--- src/common/alu_flags_defines.svh ---
// Constants for the ALU status flag block: flag positions, register offsets, command fields, masks.
// Assumes inclusion by bare name from the testbench and the design files.
`ifndef ALU_FLAGS_DEFINES_SVH
`define ALU_FLAGS_DEFINES_SVH
// ==========================================================
// Flag positions inside the flag register.
`define FLG_CARRY     0
`define FLG_HALF      1
`define FLG_ZERO      2
`define FLG_SIGNED    3
`define FLG_NEG       4
`define FLG_IMPL_MASK 8'h1F
`define FLG_RESET     8'h00
// ==========================================================
// Avalon register offsets (byte addresses, word aligned).
`define REG_FLAGS     4'h0
`define REG_OPERAND   4'h4
`define REG_COMMAND   4'h8
`define REG_RESULT    4'hC
// ==========================================================
// Command field layout in the command register.
`define CMD_OP_LSB    0
`define CMD_DEST_BIT  4
`define CMD_TGT_BIT   5
`define CMD_MODE_LSB  8
// The extended-set bit sits apart from the mode field, so an indexed request can really be refused.
`define CMD_EXT_SET_BIT 13
`define CMD_LIT_LSB   16
`endif

--- src/common/alu_flags_pkg.sv ---
// Types shared by the ALU status flag block.
// Assumes the defines header is on the include path.
package alu_flags_pkg;
	// ==========================================================
	// Operations understood by the flag engine.
	typedef enum logic [3:0] {
		OP_ADD_ACC_REG   = 4'h0,
		OP_ADD_LIT_ACC   = 4'h1,
		OP_LIT_MINUS_ACC = 4'h2,
		OP_REG_MINUS_ACC = 4'h3,
		OP_ROT_RIGHT     = 4'h4,
		OP_ROT_LEFT      = 4'h5,
		OP_CLEAR_REG     = 4'h6,
		OP_BIT_RESET     = 4'h7,
		OP_BIT_SET       = 4'h8,
		OP_NIBBLE_SWAP   = 4'h9,
		OP_REG_TO_REG    = 4'hA,
		OP_ACC_TO_REG    = 4'hB,
		OP_AND_ACC_REG   = 4'hC
	} alu_op_t;
	// Data addressing modes, one-hot.
	typedef enum logic [4:0] {
		AM_INHERENT = 5'h01,
		AM_LITERAL  = 5'h02,
		AM_DIRECT   = 5'h04,
		AM_INDIRECT = 5'h08,
		AM_INDEXED  = 5'h10
	} addr_mode_t;
	// Bus slave state, one-hot.
	typedef enum logic [2:0] {
		BS_IDLE = 3'h1,
		BS_EXEC = 3'h2,
		BS_DONE = 3'h4
	} bus_state_t;
endpackage : alu_flags_pkg

--- src/common/alu_op_if.sv ---
// Carrier between the top and the flag engine: one operation and its outcome.
// Assumes one clock domain; purely combinational inside the engine.
`timescale 1ns/1ps
interface alu_op_if;
	import alu_flags_pkg::*;
	alu_op_t    op;        // Operation.
	logic [7:0] acc;       // Accumulator operand.
	logic [7:0] src;       // Register or literal operand.
	logic [7:0] bit_mask;  // One-hot bit for bit set/reset.
	logic [7:0] flags_in;  // Current flags.
	logic [7:0] result;    // Computed result.
	logic [7:0] flags_out; // New flags from the operation.
	logic       touches;   // Operation affects arithmetic flags.
	modport engine (input op, acc, src, bit_mask, flags_in, output result, flags_out, touches);
	modport user   (output op, acc, src, bit_mask, flags_in, input result, flags_out, touches);
endinterface : alu_op_if

--- src/hw/alu_flag_engine.sv ---
// Combinational ALU and status flag computation for one operation.
// Assumes the caller routes results into the flag register.
`timescale 1ns/1ps
`include "alu_flags_defines.svh"
module alu_flag_engine
	import alu_flags_pkg::*;
(
	// Operation channel.
	alu_op_if.engine io
);
	// ==========================================================
	// Adder shared by add and subtract; subtract adds the two's complement.
	logic [8:0] sum;   // Full sum with carry out.
	logic [4:0] low;   // Low nibble sum with carry out.
	logic [7:0] a_opd; // First adder input.
	logic [7:0] b_opd; // Second adder input.
	logic       cin;   // Carry in, one for subtraction.

	always_comb begin
		io.result    = io.src;
		io.flags_out = io.flags_in & `FLG_IMPL_MASK;
		io.touches   = 1'b0;
		a_opd        = io.src;
		b_opd        = io.acc;
		cin          = 1'b0;
		if (io.op == OP_LIT_MINUS_ACC || io.op == OP_REG_MINUS_ACC) begin
			b_opd = ~io.acc; // RULE_05
			cin   = 1'b1;
		end
		sum = {1'b0, a_opd} + {1'b0, b_opd} + {8'h00, cin};
		low = {1'b0, a_opd[3:0]} + {1'b0, b_opd[3:0]} + {4'h0, cin};
		unique case (io.op)
			OP_ADD_ACC_REG, OP_ADD_LIT_ACC, OP_LIT_MINUS_ACC, OP_REG_MINUS_ACC: begin
				io.result                 = sum[7:0];
				io.touches                = 1'b1;
				// Carry flags read as not-borrow after subtraction.
				io.flags_out[`FLG_CARRY]  = sum[8];  // RULE_11
				io.flags_out[`FLG_HALF]   = low[4];  // RULE_10
				io.flags_out[`FLG_SIGNED] = (a_opd[7] == b_opd[7]) && (sum[7] != a_opd[7]); // RULE_08
				io.flags_out[`FLG_NEG]    = sum[7];  // RULE_07
				io.flags_out[`FLG_ZERO]   = (sum[7:0] == 8'h00); // RULE_09
			end
			OP_AND_ACC_REG: begin
				io.result                = io.src & io.acc;
				io.touches               = 1'b1;
				io.flags_out[`FLG_NEG]   = io.result[7];
				io.flags_out[`FLG_ZERO]  = (io.result == 8'h00); // RULE_09
			end
			OP_ROT_RIGHT: begin
				io.result                = {io.flags_in[`FLG_CARRY], io.src[7:1]};
				io.touches               = 1'b1;
				io.flags_out[`FLG_CARRY] = io.src[0]; // RULE_13
				io.flags_out[`FLG_HALF]  = io.src[4]; // RULE_12
			end
			OP_ROT_LEFT: begin
				io.result                = {io.src[6:0], io.flags_in[`FLG_CARRY]};
				io.touches               = 1'b1;
				io.flags_out[`FLG_CARRY] = io.src[7]; // RULE_13
				io.flags_out[`FLG_HALF]  = io.src[3]; // RULE_12
			end
			OP_CLEAR_REG: begin
				io.result               = 8'h00;
				io.touches              = 1'b1;
				io.flags_out[`FLG_ZERO] = 1'b1; // RULE_03
			end
			// These leave all arithmetic flags alone.
			OP_BIT_RESET: io.result = io.src & ~io.bit_mask; // RULE_04
			OP_BIT_SET:   io.result = io.src | io.bit_mask;  // RULE_04
			OP_NIBBLE_SWAP: io.result = {io.src[3:0], io.src[7:4]}; // RULE_04
			OP_REG_TO_REG: io.result = io.src; // RULE_04
			OP_ACC_TO_REG: io.result = io.acc; // RULE_04
			default: io.result = io.src;
		endcase
	end
endmodule : alu_flag_engine

--- src/hw/alu_mode_decode.sv ---
// Addressing mode legality check for the requested data operand mode.
// Assumes the mode code arrives one-hot from the command register.
`timescale 1ns/1ps
module alu_mode_decode
	import alu_flags_pkg::*;
(
	// Request.
	input  wire logic [4:0] mode_i,
	input  wire logic       ext_set_i,
	// Verdict.
	output logic            legal_o
);
	// ==========================================================
	// Four base modes always; indexed only with the extended set on.
	always_comb begin
		unique case (mode_i)
			AM_INHERENT, AM_LITERAL, AM_DIRECT, AM_INDIRECT: legal_o = 1'b1; // RULE_14
			AM_INDEXED:  legal_o = ext_set_i; // RULE_15
			default:     legal_o = 1'b0;
		endcase
	end
endmodule : alu_mode_decode

--- src/hw/alu_status_flags.sv ---
// Top of the ALU status flag block with its Avalon-MM register slave.
// Assumes a synchronous Avalon master on clk_i; one access at a time.
//
// Behaviour
// [RULE_01] Flag register usable as any instruction operand.
// [RULE_02] Flag-affecting op on flags: flags win.
// [RULE_03] Clearing flags sets only zero flag.
// [RULE_04] Bit, swap, move ops write flags directly.
// [RULE_05] Subtract adds two's complement; borrow inverted.
// [RULE_06] Top three flag bits read zero.
// [RULE_07] Negative flag follows result MSB.
// [RULE_08] Signed overflow flag on sign corruption.
// [RULE_09] Zero flag set when result zero.
// [RULE_10] Half carry from bit three.
// [RULE_11] Carry out of MSB.
// [RULE_12] Rotate loads half carry from bit four/three.
// [RULE_13] Rotate loads carry from end bit.
// [RULE_14] Four base addressing modes supported.
// [RULE_15] Indexed mode only with extended set.
`timescale 1ns/1ps
`include "alu_flags_defines.svh"
module alu_status_flags
	import alu_flags_pkg::*;
(
	// Clock, reset and enable.
	input  wire logic        clk_i,
	input  wire logic        reset_n_i,
	input  wire logic        clk_en_i,
	// Avalon-MM slave.
	input  wire logic [3:0]  address_i,
	input  wire logic        read_i,
	input  wire logic        write_i,
	input  wire logic [31:0] writedata_i,
	input  wire logic [3:0]  byteenable_i,
	output logic      [31:0] readdata_o,
	output logic             waitrequest_o,
	// Status.
	output logic      [7:0]  flags_o,
	output logic             mode_error_o
);
	// ==========================================================
	// Whole state in one struct.
	typedef struct packed {
		bus_state_t  st;       // Bus handshake state.
		logic [7:0]  flags;    // Flag register, bits 4:0 live.
		logic [7:0]  acc;      // Accumulator.
		logic [7:0]  operand;  // Register file operand.
		logic [7:0]  result;   // Last result.
		logic [31:0] rdata;    // Read data.
		logic        wait_r;   // Wait request.
		logic        mode_err; // Last command used illegal mode.
	} state_t;
	state_t s_r;   // Registered state.
	state_t s_nxt; // Next state.

	logic [31:0] cmd_w;  // Command word under write.
	logic        legal;  // Mode verdict.
	alu_op_if    op_ch(); // Engine channel.

	// ==========================================================
	// Leaf instances.
	alu_flag_engine u_engine (
		.io (op_ch.engine)
	);
	alu_mode_decode u_mode (
		.mode_i    (cmd_w[`CMD_MODE_LSB +: 5]),
		.ext_set_i (cmd_w[`CMD_EXT_SET_BIT]),
		.legal_o   (legal)
	);

	// Command decode feeds the engine straight from the bus.
	always_comb begin
		cmd_w          = writedata_i;
		op_ch.op       = alu_op_t'(cmd_w[`CMD_OP_LSB +: 4]);
		op_ch.acc      = s_r.acc;
		// Flag register as source when the target bit points at it.
		op_ch.src      = cmd_w[`CMD_TGT_BIT] ? (s_r.flags & `FLG_IMPL_MASK) : s_r.operand; // RULE_01
		if (op_ch.op == OP_ADD_LIT_ACC || op_ch.op == OP_LIT_MINUS_ACC) begin
			op_ch.src = cmd_w[`CMD_LIT_LSB +: 8];
		end
		op_ch.bit_mask = 8'h01 << cmd_w[`CMD_LIT_LSB +: 3];
		op_ch.flags_in = s_r.flags;
	end

	// ==========================================================
	// Next-state logic: bus decode and command execution.
	// The slave answers in a fixed three-cycle pattern so the master sees
	// two wait cycles per access; this keeps the read mux registered.
	always_comb begin
		s_nxt = s_r;
		unique case (s_r.st)
			BS_IDLE: begin
				s_nxt.wait_r = 1'b1;
				if (read_i || write_i) begin
					s_nxt.st = BS_EXEC;
				end
			end
			BS_EXEC: begin
				s_nxt.st     = BS_DONE;
				s_nxt.wait_r = 1'b0;
				s_nxt.rdata  = 32'h0000_0000;
				if (read_i) begin
					unique case (address_i)
						`REG_FLAGS:   s_nxt.rdata = {24'h00_0000, s_r.flags & `FLG_IMPL_MASK}; // RULE_06
						`REG_OPERAND: s_nxt.rdata = {16'h0000, s_r.acc, s_r.operand};
						`REG_RESULT:  s_nxt.rdata = {23'h00_0000, s_r.mode_err, s_r.result};
						default:      s_nxt.rdata = 32'h0000_0000;
					endcase
				end else if (write_i) begin
					unique case (address_i)
						`REG_FLAGS: if (byteenable_i[0]) begin
							s_nxt.flags = writedata_i[7:0] & `FLG_IMPL_MASK; // RULE_06
						end
						`REG_OPERAND: begin
							if (byteenable_i[0]) s_nxt.operand = writedata_i[7:0];
							if (byteenable_i[1]) s_nxt.acc = writedata_i[15:8];
						end
						`REG_COMMAND: begin
							s_nxt.mode_err = ~legal; // RULE_15
							if (legal) begin
								s_nxt.result = op_ch.result;
								s_nxt.flags  = op_ch.flags_out;
								if (cmd_w[`CMD_TGT_BIT] && !op_ch.touches) begin
									s_nxt.flags = op_ch.result & `FLG_IMPL_MASK; // RULE_04
								end else if (cmd_w[`CMD_TGT_BIT]) begin
									s_nxt.flags = op_ch.flags_out; // RULE_02
								end else if (cmd_w[`CMD_DEST_BIT]) begin
									s_nxt.operand = op_ch.result;
								end else begin
									s_nxt.acc = op_ch.result;
								end
							end
						end
						default: s_nxt.flags = s_r.flags;
					endcase
				end
			end
			BS_DONE: begin
				s_nxt.st     = BS_IDLE;
				s_nxt.wait_r = 1'b1;
			end
			default: begin
				s_nxt.st     = BS_IDLE;
				s_nxt.wait_r = 1'b1;
			end
		endcase
	end

	// ==========================================================
	// State register with clock enable.
	always_ff @(posedge clk_i or negedge reset_n_i) begin
		if (!reset_n_i) begin
			s_r        <= '0;
			s_r.st     <= BS_IDLE;
			s_r.wait_r <= 1'b1;
			s_r.flags  <= `FLG_RESET;
		end else if (clk_en_i) begin
			s_r <= s_nxt;
		end
	end

	// Outputs straight from flip-flops.
	assign readdata_o    = s_r.rdata;
	assign waitrequest_o = s_r.wait_r;
	assign flags_o       = s_r.flags;
	assign mode_error_o  = s_r.mode_err;

	// ==========================================================
	// Checks.
	upper_zero_a: assert property (@(posedge clk_i) disable iff (!reset_n_i) // RULE_06
		flags_o[7:5] == 3'b000) else $error("upper flag bits not zero");
	wait_pulse_a: assert property (@(posedge clk_i) disable iff (!reset_n_i)
		clk_en_i && !waitrequest_o |=> waitrequest_o) else $error("waitrequest low too long");
	clear_zero_a: assert property (@(posedge clk_i) disable iff (!reset_n_i) // RULE_03
		clk_en_i && s_r.st == BS_EXEC && write_i && address_i == `REG_COMMAND && legal
		&& writedata_i[3:0] == 4'h6 |=> flags_o[`FLG_ZERO]) else $error("clear missed zero flag");
	// Indexed mode with the extended set off must be refused.
	idx_mode_a: assert property (@(posedge clk_i) disable iff (!reset_n_i) // RULE_15
		clk_en_i && s_r.st == BS_EXEC && write_i && address_i == `REG_COMMAND
		&& writedata_i[`CMD_MODE_LSB +: 5] == AM_INDEXED && !writedata_i[`CMD_EXT_SET_BIT]
		|=> mode_error_o) else $error("indexed accepted");
	neg_flag_a: assert property (@(posedge clk_i) disable iff (!reset_n_i) // RULE_07
		clk_en_i && s_r.st == BS_EXEC && write_i && address_i == `REG_COMMAND && legal
		&& writedata_i[3:0] == 4'h0 |=> flags_o[`FLG_NEG] == s_r.result[7]) else $error("negative flag wrong");
	zero_flag_a: assert property (@(posedge clk_i) disable iff (!reset_n_i) // RULE_09
		clk_en_i && s_r.st == BS_EXEC && write_i && address_i == `REG_COMMAND && legal
		&& writedata_i[3:0] == 4'h1 |=> flags_o[`FLG_ZERO] == (s_r.result == 8'h00)) else $error("zero flag wrong");
	sub_carry_a: assert property (@(posedge clk_i) disable iff (!reset_n_i) // RULE_05
		clk_en_i && s_r.st == BS_EXEC && write_i && address_i == `REG_COMMAND && legal
		&& writedata_i[3:0] == 4'h3 && !writedata_i[5]
		|=> flags_o[`FLG_CARRY] == ($past(s_r.operand) >= $past(s_r.acc))) else $error("borrow wrong");
	rot_left_a: assert property (@(posedge clk_i) disable iff (!reset_n_i) // RULE_12 RULE_13
		clk_en_i && s_r.st == BS_EXEC && write_i && address_i == `REG_COMMAND && legal
		&& writedata_i[3:0] == 4'h5 && !writedata_i[5]
		|=> flags_o[`FLG_CARRY] == $past(s_r.operand[7]) && flags_o[`FLG_HALF] == $past(s_r.operand[3]))
		else $error("rotate flags wrong");
	read_done_c: cover property (@(posedge clk_i) read_i && !waitrequest_o);
	write_done_c: cover property (@(posedge clk_i) write_i && !waitrequest_o);
	mode_err_c: cover property (@(posedge clk_i) $rose(mode_error_o));
endmodule : alu_status_flags
--- config.mk ---
export PLATFORM = sky130hd
export DESIGN_NAME = alu_status_flags
export DESIGN_NICKNAME = d
export VERILOG_FILES = /design/src/common/alu_flags_pkg.sv /design/src/common/alu_op_if.sv /design/src/hw/alu_flag_engine.sv /design/src/hw/alu_mode_decode.sv /design/src/hw/alu_status_flags.sv
export VERILOG_INCLUDE_DIRS = /design/src /design/src/common
export SDC_FILE = /design/constraint.sdc
export NUM_CORES = 1
export LEC_CHECK = 0
export BUFFER_PORTS_ARGS = -buffer_cell sky130_fd_sc_hd__buf_2
export CAP_MARGIN = 10
export CORE_MARGIN = 4
export CORE_UTILIZATION = 56
export CTS_CLUSTER_SIZE = 16
export DETAILED_ROUTE_END_ITERATION = 12
export GPL_ROUTABILITY_DRIVEN = 0
export HOLD_SLACK_MARGIN = 0.1
export PLACE_DENSITY_LB_ADDON = 0.3
export SYNTH_ARGS = -nofsm -noshare
export SYNTH_HDL_FRONTEND = slang
export SYNTH_SLANG_ARGS = --single-unit
export TNS_END_PERCENT = 20
--- constraint.sdc ---
create_clock -name clk_i -period 3.9 [get_ports clk_i]
set_input_delay 0.585 -clock clk_i [delete_from_list [all_inputs] [get_ports clk_i]]
set_output_delay 0.585 -clock clk_i [all_outputs]
set_load 0.05 [all_outputs]
==> flow_summary.toml, run 1 <==
[die]
die_y_um = 99.9
placementRows = 33
num_io_pins = 87
design.die.area_um2 = 9980
die_x_um = 99.9
core_area_um2 = 8220
floorplan.initialDensity_pct = 57.6

[timing]
period_share_pct = 88.2
fmax_mhz = 291
grt_setup_unrepaired = "false"
worst_slew_pin_slew_ns = 0.780
tns_ns = 0
setup_viol = 0
hold_viol_final = 0
slew_headroom_pct = 47.3
clock_skew_ns = 0.00894
period_needed_ns = 3.44
fin_hold_ws_ns = 0.137
drv_slew = 0

[routing]
vias = 4859
routed_wl_um = 14400
drt_iter0_drc = 786
drtPass1Iterations = 6
wl_per_cell_um = 19.7
ant_nets = 0
via_per_inst = 6.65
drcViolationCount = 0

[clocking]
cts.sinks = 50
cts_hold_buf = 0
clk_pin_slew_ns = 0.09
clockRootBuffer = "clkbuf_8"
clock_path_buffers = 2
cts_resized = 0
cts_buffers = 5
clk_latency_ns = 0.30
htree_num_levels = 2
tritoncts = "yes"
cts_setup_buffers = 0

[outcome]
status = "finished, final reports clean"

[logic_synthesis]
syn_avg_cell_area_um2 = 7.96
async_reset_ff_share_pct = 100
synth_edf_count = 0
netlist_instances = 594
synth_area_um2 = 4730
synthFlopType = "dfrtp_1"
ys_warn_count = 0
seq_area_frac_synth_pct = 26.5
ys_types = 87
ys_ff_latch = 50

[setup_path]
cp-startpoint = "writedata_i[3]"
cp_max_fo = 9
reg2reg_to = "s_r[46]"
critical_path_class = "in2reg"
rr_worst_depth = 12
r2r_start = "flags_o[0]"
r2r_setup_slack_ns = 0.58
worstPathRequired_ns = 4.13
startpoint_type = "input pin"
crit_end = "op_ch.acc[7]"
arrival_ns = 3.67
worstSetupEndpointType = "flop"

[global_routing]
overflow = 0
grt_usage_pct = 28.3
antenna_found_initial = 0
grt_pass1_vias = 4370
grt_pass1_wl_um = 22500
grt_max_degree = 51

[cells_and_area]
multi_input_area_um2 = 3000
antennaDiodeCount = 0
synthToLayoutAreaGrowth_pct = 6.43
final_cell_count_no_fill = 731
drive_above_1_share_pct = 20.0
num-fill-cells = 753
seqCellArea_um2 = 1250
final_nets = 678

[place]
dp.cells = 722
io_buffers = 57
hpwlAfterDp_um = 11200

[power]
power_density_nw_per_um2 = 329
p_leak_uw = 0.00220
vdd_drop_max_v = 0.000155

[hold_path]
hold_path.class = "in2async"

[run]
drv_cap = 0
-- per-layer routing --
layer | share of wire, % | GRT usage, % | vias to the layer above
met3 | 13 | 7.16 | 64
met2 | 44 | 43.3 | 355
met4 | 3.9 | 9.24 | 0
met1 | 39 | 39.3 | 2244
met5 | 0 | 0 | -
li1 | - | - | 2196
-- worst max-delay path: stages --
cell and delay, ns:
buf_2 0.14, nor2_1 0.40, nand2_4 0.18, mux2_2 0.35, ha_1 0.36, a21oi_1 0.25, o21ai_0 0.21, or2_2 0.33
o311a_1 0.16, o31ai_2 0.28, o211ai_1 0.22, a31oi_1 0.20
-- metrics by stage --
stage	utilization (%)	area (um^2)	setup slack [ns]	power (uW)
2_1_floorplan	-	4800	0.482	1100
4_1_cts	61.0	5010	0.501	1640
5_1_grt	61.3	5030	0.198	1740
3_5_place_dp	59.7	4900	0.182	1280
6_report	61.3	5030	0.461	1660
3_3_place_gp	59.7	4900	0.258	1260
-- cell families after synthesis --
group	count (synthesis)	share of synthesized area, %
AND/OR/NAND/NOR	227	24.5
AO/OA/AOI/OAI	190	29.1
flip-flops	50	26.5
multiplexers	11	2.78
adder cells (fa/ha/maj)	8	2.27
other	1	0.0793
XOR/XNOR	15	3.33
buffers and inverters	92	11.5
-- placed cells by master, fill, tap and decap left out, types with 5 or more instances in the layout --
cell type,count
nand2_1,73
buf_2,57
nor2_1,49
dfrtp_1,48
o21ai_0,43
a21oi_1,30
a31oi_1,24
buf_4,22
conb_1,19
inv_1,18
nand3_1,15
nor3_1,12
nand2b_1,11
a22oi_1,10
xnor2_1,9
o211ai_1,9
or2_2,8
nor2b_1,8
mux2_2,7
ha_1,7
or3_1,6
a211oi_1,6
nand4_1,5
and3_1,5
nand3b_1,5
a222oi_1,5
clkbuf_8,5
-- worst min-delay path by stage --
stage	from	endpoint	slack (ns)	cells past startpoint
CTS	readdata_o[15]	readdata_o[15]	0.49	2
global route	reset_n_i	readdata_o[11]	0.15	1
finish	reset_n_i	readdata_o[11]	0.14	1
floorplan	reset_n_i	flags_o[0]	0.29	0
detailed placement	readdata_o[5]	readdata_o[5]	0.47	2
global placement	readdata_o[14]	readdata_o[14]	0.46	2
-- cells in the mapped netlist, drive strengths merged (6+ instances only) --
cell	n	area share, %
inv	18	1.4
or2	10	1.4
o211ai	9	1.4
a31oi	24	3.2
nand3	15	1.6
nor3	13	1.6
a22oi	10	1.6
o31ai	6	1.3
a211oi	6	0.95
clkbuf	22	1.8
ha	7	1.9
buf	52	8.3
or3	6	0.79
o21ai	44	4.7
a21oi	30	3.2
nor2	50	4.0
nor2b	8	1.1
dfrtp	48	25
mux2	7	1.7
xnor2	10	2.0
nand2b	11	1.5
nand2	74	6.0
-- sequential cells by signal, indices dropped and copies added, names as in the netlist --
name / flops
flags_o: 5
mode_error_o: 1
op_ch.acc: 8
readdata_o: 16
s_r: 19
waitrequest_o: 1
-- area by class of cell --
class | count | share of cell area, %
Sequential cell | 50 | 24.9
Multi-Input combinational cell | 470 | 59.6
Clock inverter | 2 | 0.746
Timing Repair Buffer | 80 | 9.34
Inverter | 18 | 1.34
Clock buffer | 6 | 1.44
Tap cell | 105 | 2.61
-- power breakdown --
part / leakage [uW] / total (uW) / switching (uW) / internal (uW)
registers: 0.000687 / 641 / 69.9 / 571
logic: 0.00146 / 654 / 429 / 225
clock network: 0.0000514 / 363 / 172 / 191
total: 0.00220 / 1660 / 670 / 987
(Power assumes the default switching activity.)
==> run 2: changes to the inputs <==
REMOVE_ABC_BUFFERS = 1   (was unset)
clock period = 3.3 ns   (was 3.9 ns; I/O delays follow)
==> run 2 against run 1 <==
  * Sequential share of layout area down 2.0 points
  * Worst setup slack worse by 0.30 ns
  * Combinational power up 37%
  * Critical path depth increased by 2
  * Largest cell class unchanged
  * Highest routed layer unchanged
==> flow_summary.toml, run 2 (synthesis gave the netlist of run 1 again) <==
[outcome]
status = "finished, final reports clean"

[timing]
grt_setup_unrepaired = "false"
fin_hold_ws_ns = 0.370
tns_ns = 0
slew_headroom_pct = 25.8
clock_skew_ns = 0.0116
worst_slew_pin_slew_ns = 1.11
period_share_pct = 95.2
fin_ws_ns = 0.159
drv_slew = 0
hold_viol_final = 0
fmax_mhz = 318
period_needed_ns = 3.14
setup_viol = 0

[run]
drv_cap = 0

[routing]
drt_iter0_drc = 689
vias = 5120
drcViolationCount = 0
routed_wl_um = 15300
drtPass1Iterations = 7
via_per_inst = 6.55
wl_per_cell_um = 19.5
ant_nets = 0

[cells_and_area]
top_register = "s_r"
final_cell_mix = "nand2_1 (73), buf_4 (73), buf_2 (57)"
final_nets = 729
post-route-util_pct = 66.7
seqCellArea_um2 = 1250
drive_above_1_share_pct = 26.9
multi_input_area_um2 = 3030
stdcell_area_um2 = 5480
antennaDiodeCount = 0
largest_reg_flops = 19
synthToLayoutAreaGrowth_pct = 15.8
num-fill-cells = 707

[global_routing]
grt_usage_pct = 30.2
grt_pass1_vias = 4817
overflow = 0
grt_pass1_wl_um = 24000
grt_max_degree = 51
antenna_found_initial = 0

[die]
die_x_um = 99.9
core_area_um2 = 8220
die_y_um = 99.9
num_io_pins = 87
floorplan.initialDensity_pct = 57.6
placementRows = 33
design.die.area_um2 = 9980

[clocking]
htree_num_levels = 2
clk_pin_slew_ns = 0.10
cts.sinks = 50
clock_path_buffers = 2
cts_buffers = 5
clk_latency_ns = 0.32
clockRootBuffer = "clkbuf_8"
tritoncts = "yes"

[hold_path]
hold_path.class = "in2async"

[power]
clock_power_share_pct = 24.0
swShare_pct = 39.0
p_int_uw = 1320
seqPwrFrac_pct = 34.5
vdd_drop_max_v = 0.000225
p_comb_share_pct = 41.5
power_density_nw_per_um2 = 395
net-switching-power_uw = 844
p_leak_uw = 0.00247

[place]
dp_slack_ns = -0.178
io_buffers = 57
dpl_cell_area_um2 = 5310
hpwlAfterDp_um = 11700

[setup_path]
critical_path_class = "in2reg"
startpoint_type = "input pin"
worstSetupEndpointType = "flop"
arrival_ns = 3.33
cp_max_fo = 5
worstPathRequired_ns = 3.49
[run 2: timing repair]
action | 4_1_cts | 5_1_grt
setup buffers | 0 | 0
setup endpoints to repair | 0 | 4
hold buffers | 0 | 0
hold endpoints to repair | 0 | 0
resized for setup | 0 | 6
[run 2: final cells by class]
cell class	count	area share [%]
clock inverter	3	1.26
inverter	18	1.23
tap	105	2.40
sequential	50	22.9
timing repair buffer	131	15.6
clock buffer	5	1.26
multi-input combinational	470	55.4
[run 2: path summary, 6_finish.rpt]
path                            startpoint       endpoint  slack (ns)  depth (start not counted)
max                         writedata_i[1]        s_r[47]        0.16                         14
min in group clk_i         writedata_i[14]   op_ch.acc[6]        0.43                          3
max in group asynchronous        reset_n_i  readdata_o[0]        2.22                          1
min                              reset_n_i  readdata_o[9]        0.37                          1
min reg2reg                  readdata_o[1]  readdata_o[1]        0.48                          2
max reg2reg                     flags_o[2]     flags_o[4]        0.25                         12
[run 2: layer usage]
| layer | up-vias | GRT usage, % | wire (um) |
|---|---|---|---|
| li1 | 2298 | - | - |
| met1 | 2374 | 40.0 | 5920 |
| met2 | 362 | 47.4 | 6770 |
| met3 | 86 | 6.25 | 1770 |
| met4 | 0 | 13.8 | 823 |
| met5 | - | 0 | 0 |
[run 2: power by group through the flow]
| stage | Clock [uW] | Combinational, uW | Sequential (uW) |
|---|---|---|---|
| after floorplan | 0 | 477 | 769 |
| after global placement | 0 | 835 | 752 |
| after detailed placement | 0 | 861 | 754 |
| after CTS | 520 | 867 | 742 |
| after global routing | 543 | 965 | 751 |
| final | 521 | 898 | 747 |
[run 2: stage by stage]
step           std cells  power [uW]
2_1_floorplan        538        1250
3_5_place_dp         774        1620
4_1_cts              782        2130
5_1_grt              782        2260
3_3_place_gp         774        1590
6_report             782        2170
[run 2: critical path, stage by stage]
cell     delay [ns]
buf_2          0.12
buf_12         0.13
xor2_4         0.19
nand2_4        0.14
mux2_2         0.39
ha_1           0.33
a21oi_1        0.21
buf_4          0.15
nand2_1        0.05
o41ai_1        0.40
nor3_1         0.10
buf_4          0.17
o21ai_0        0.30
a31oi_1        0.15
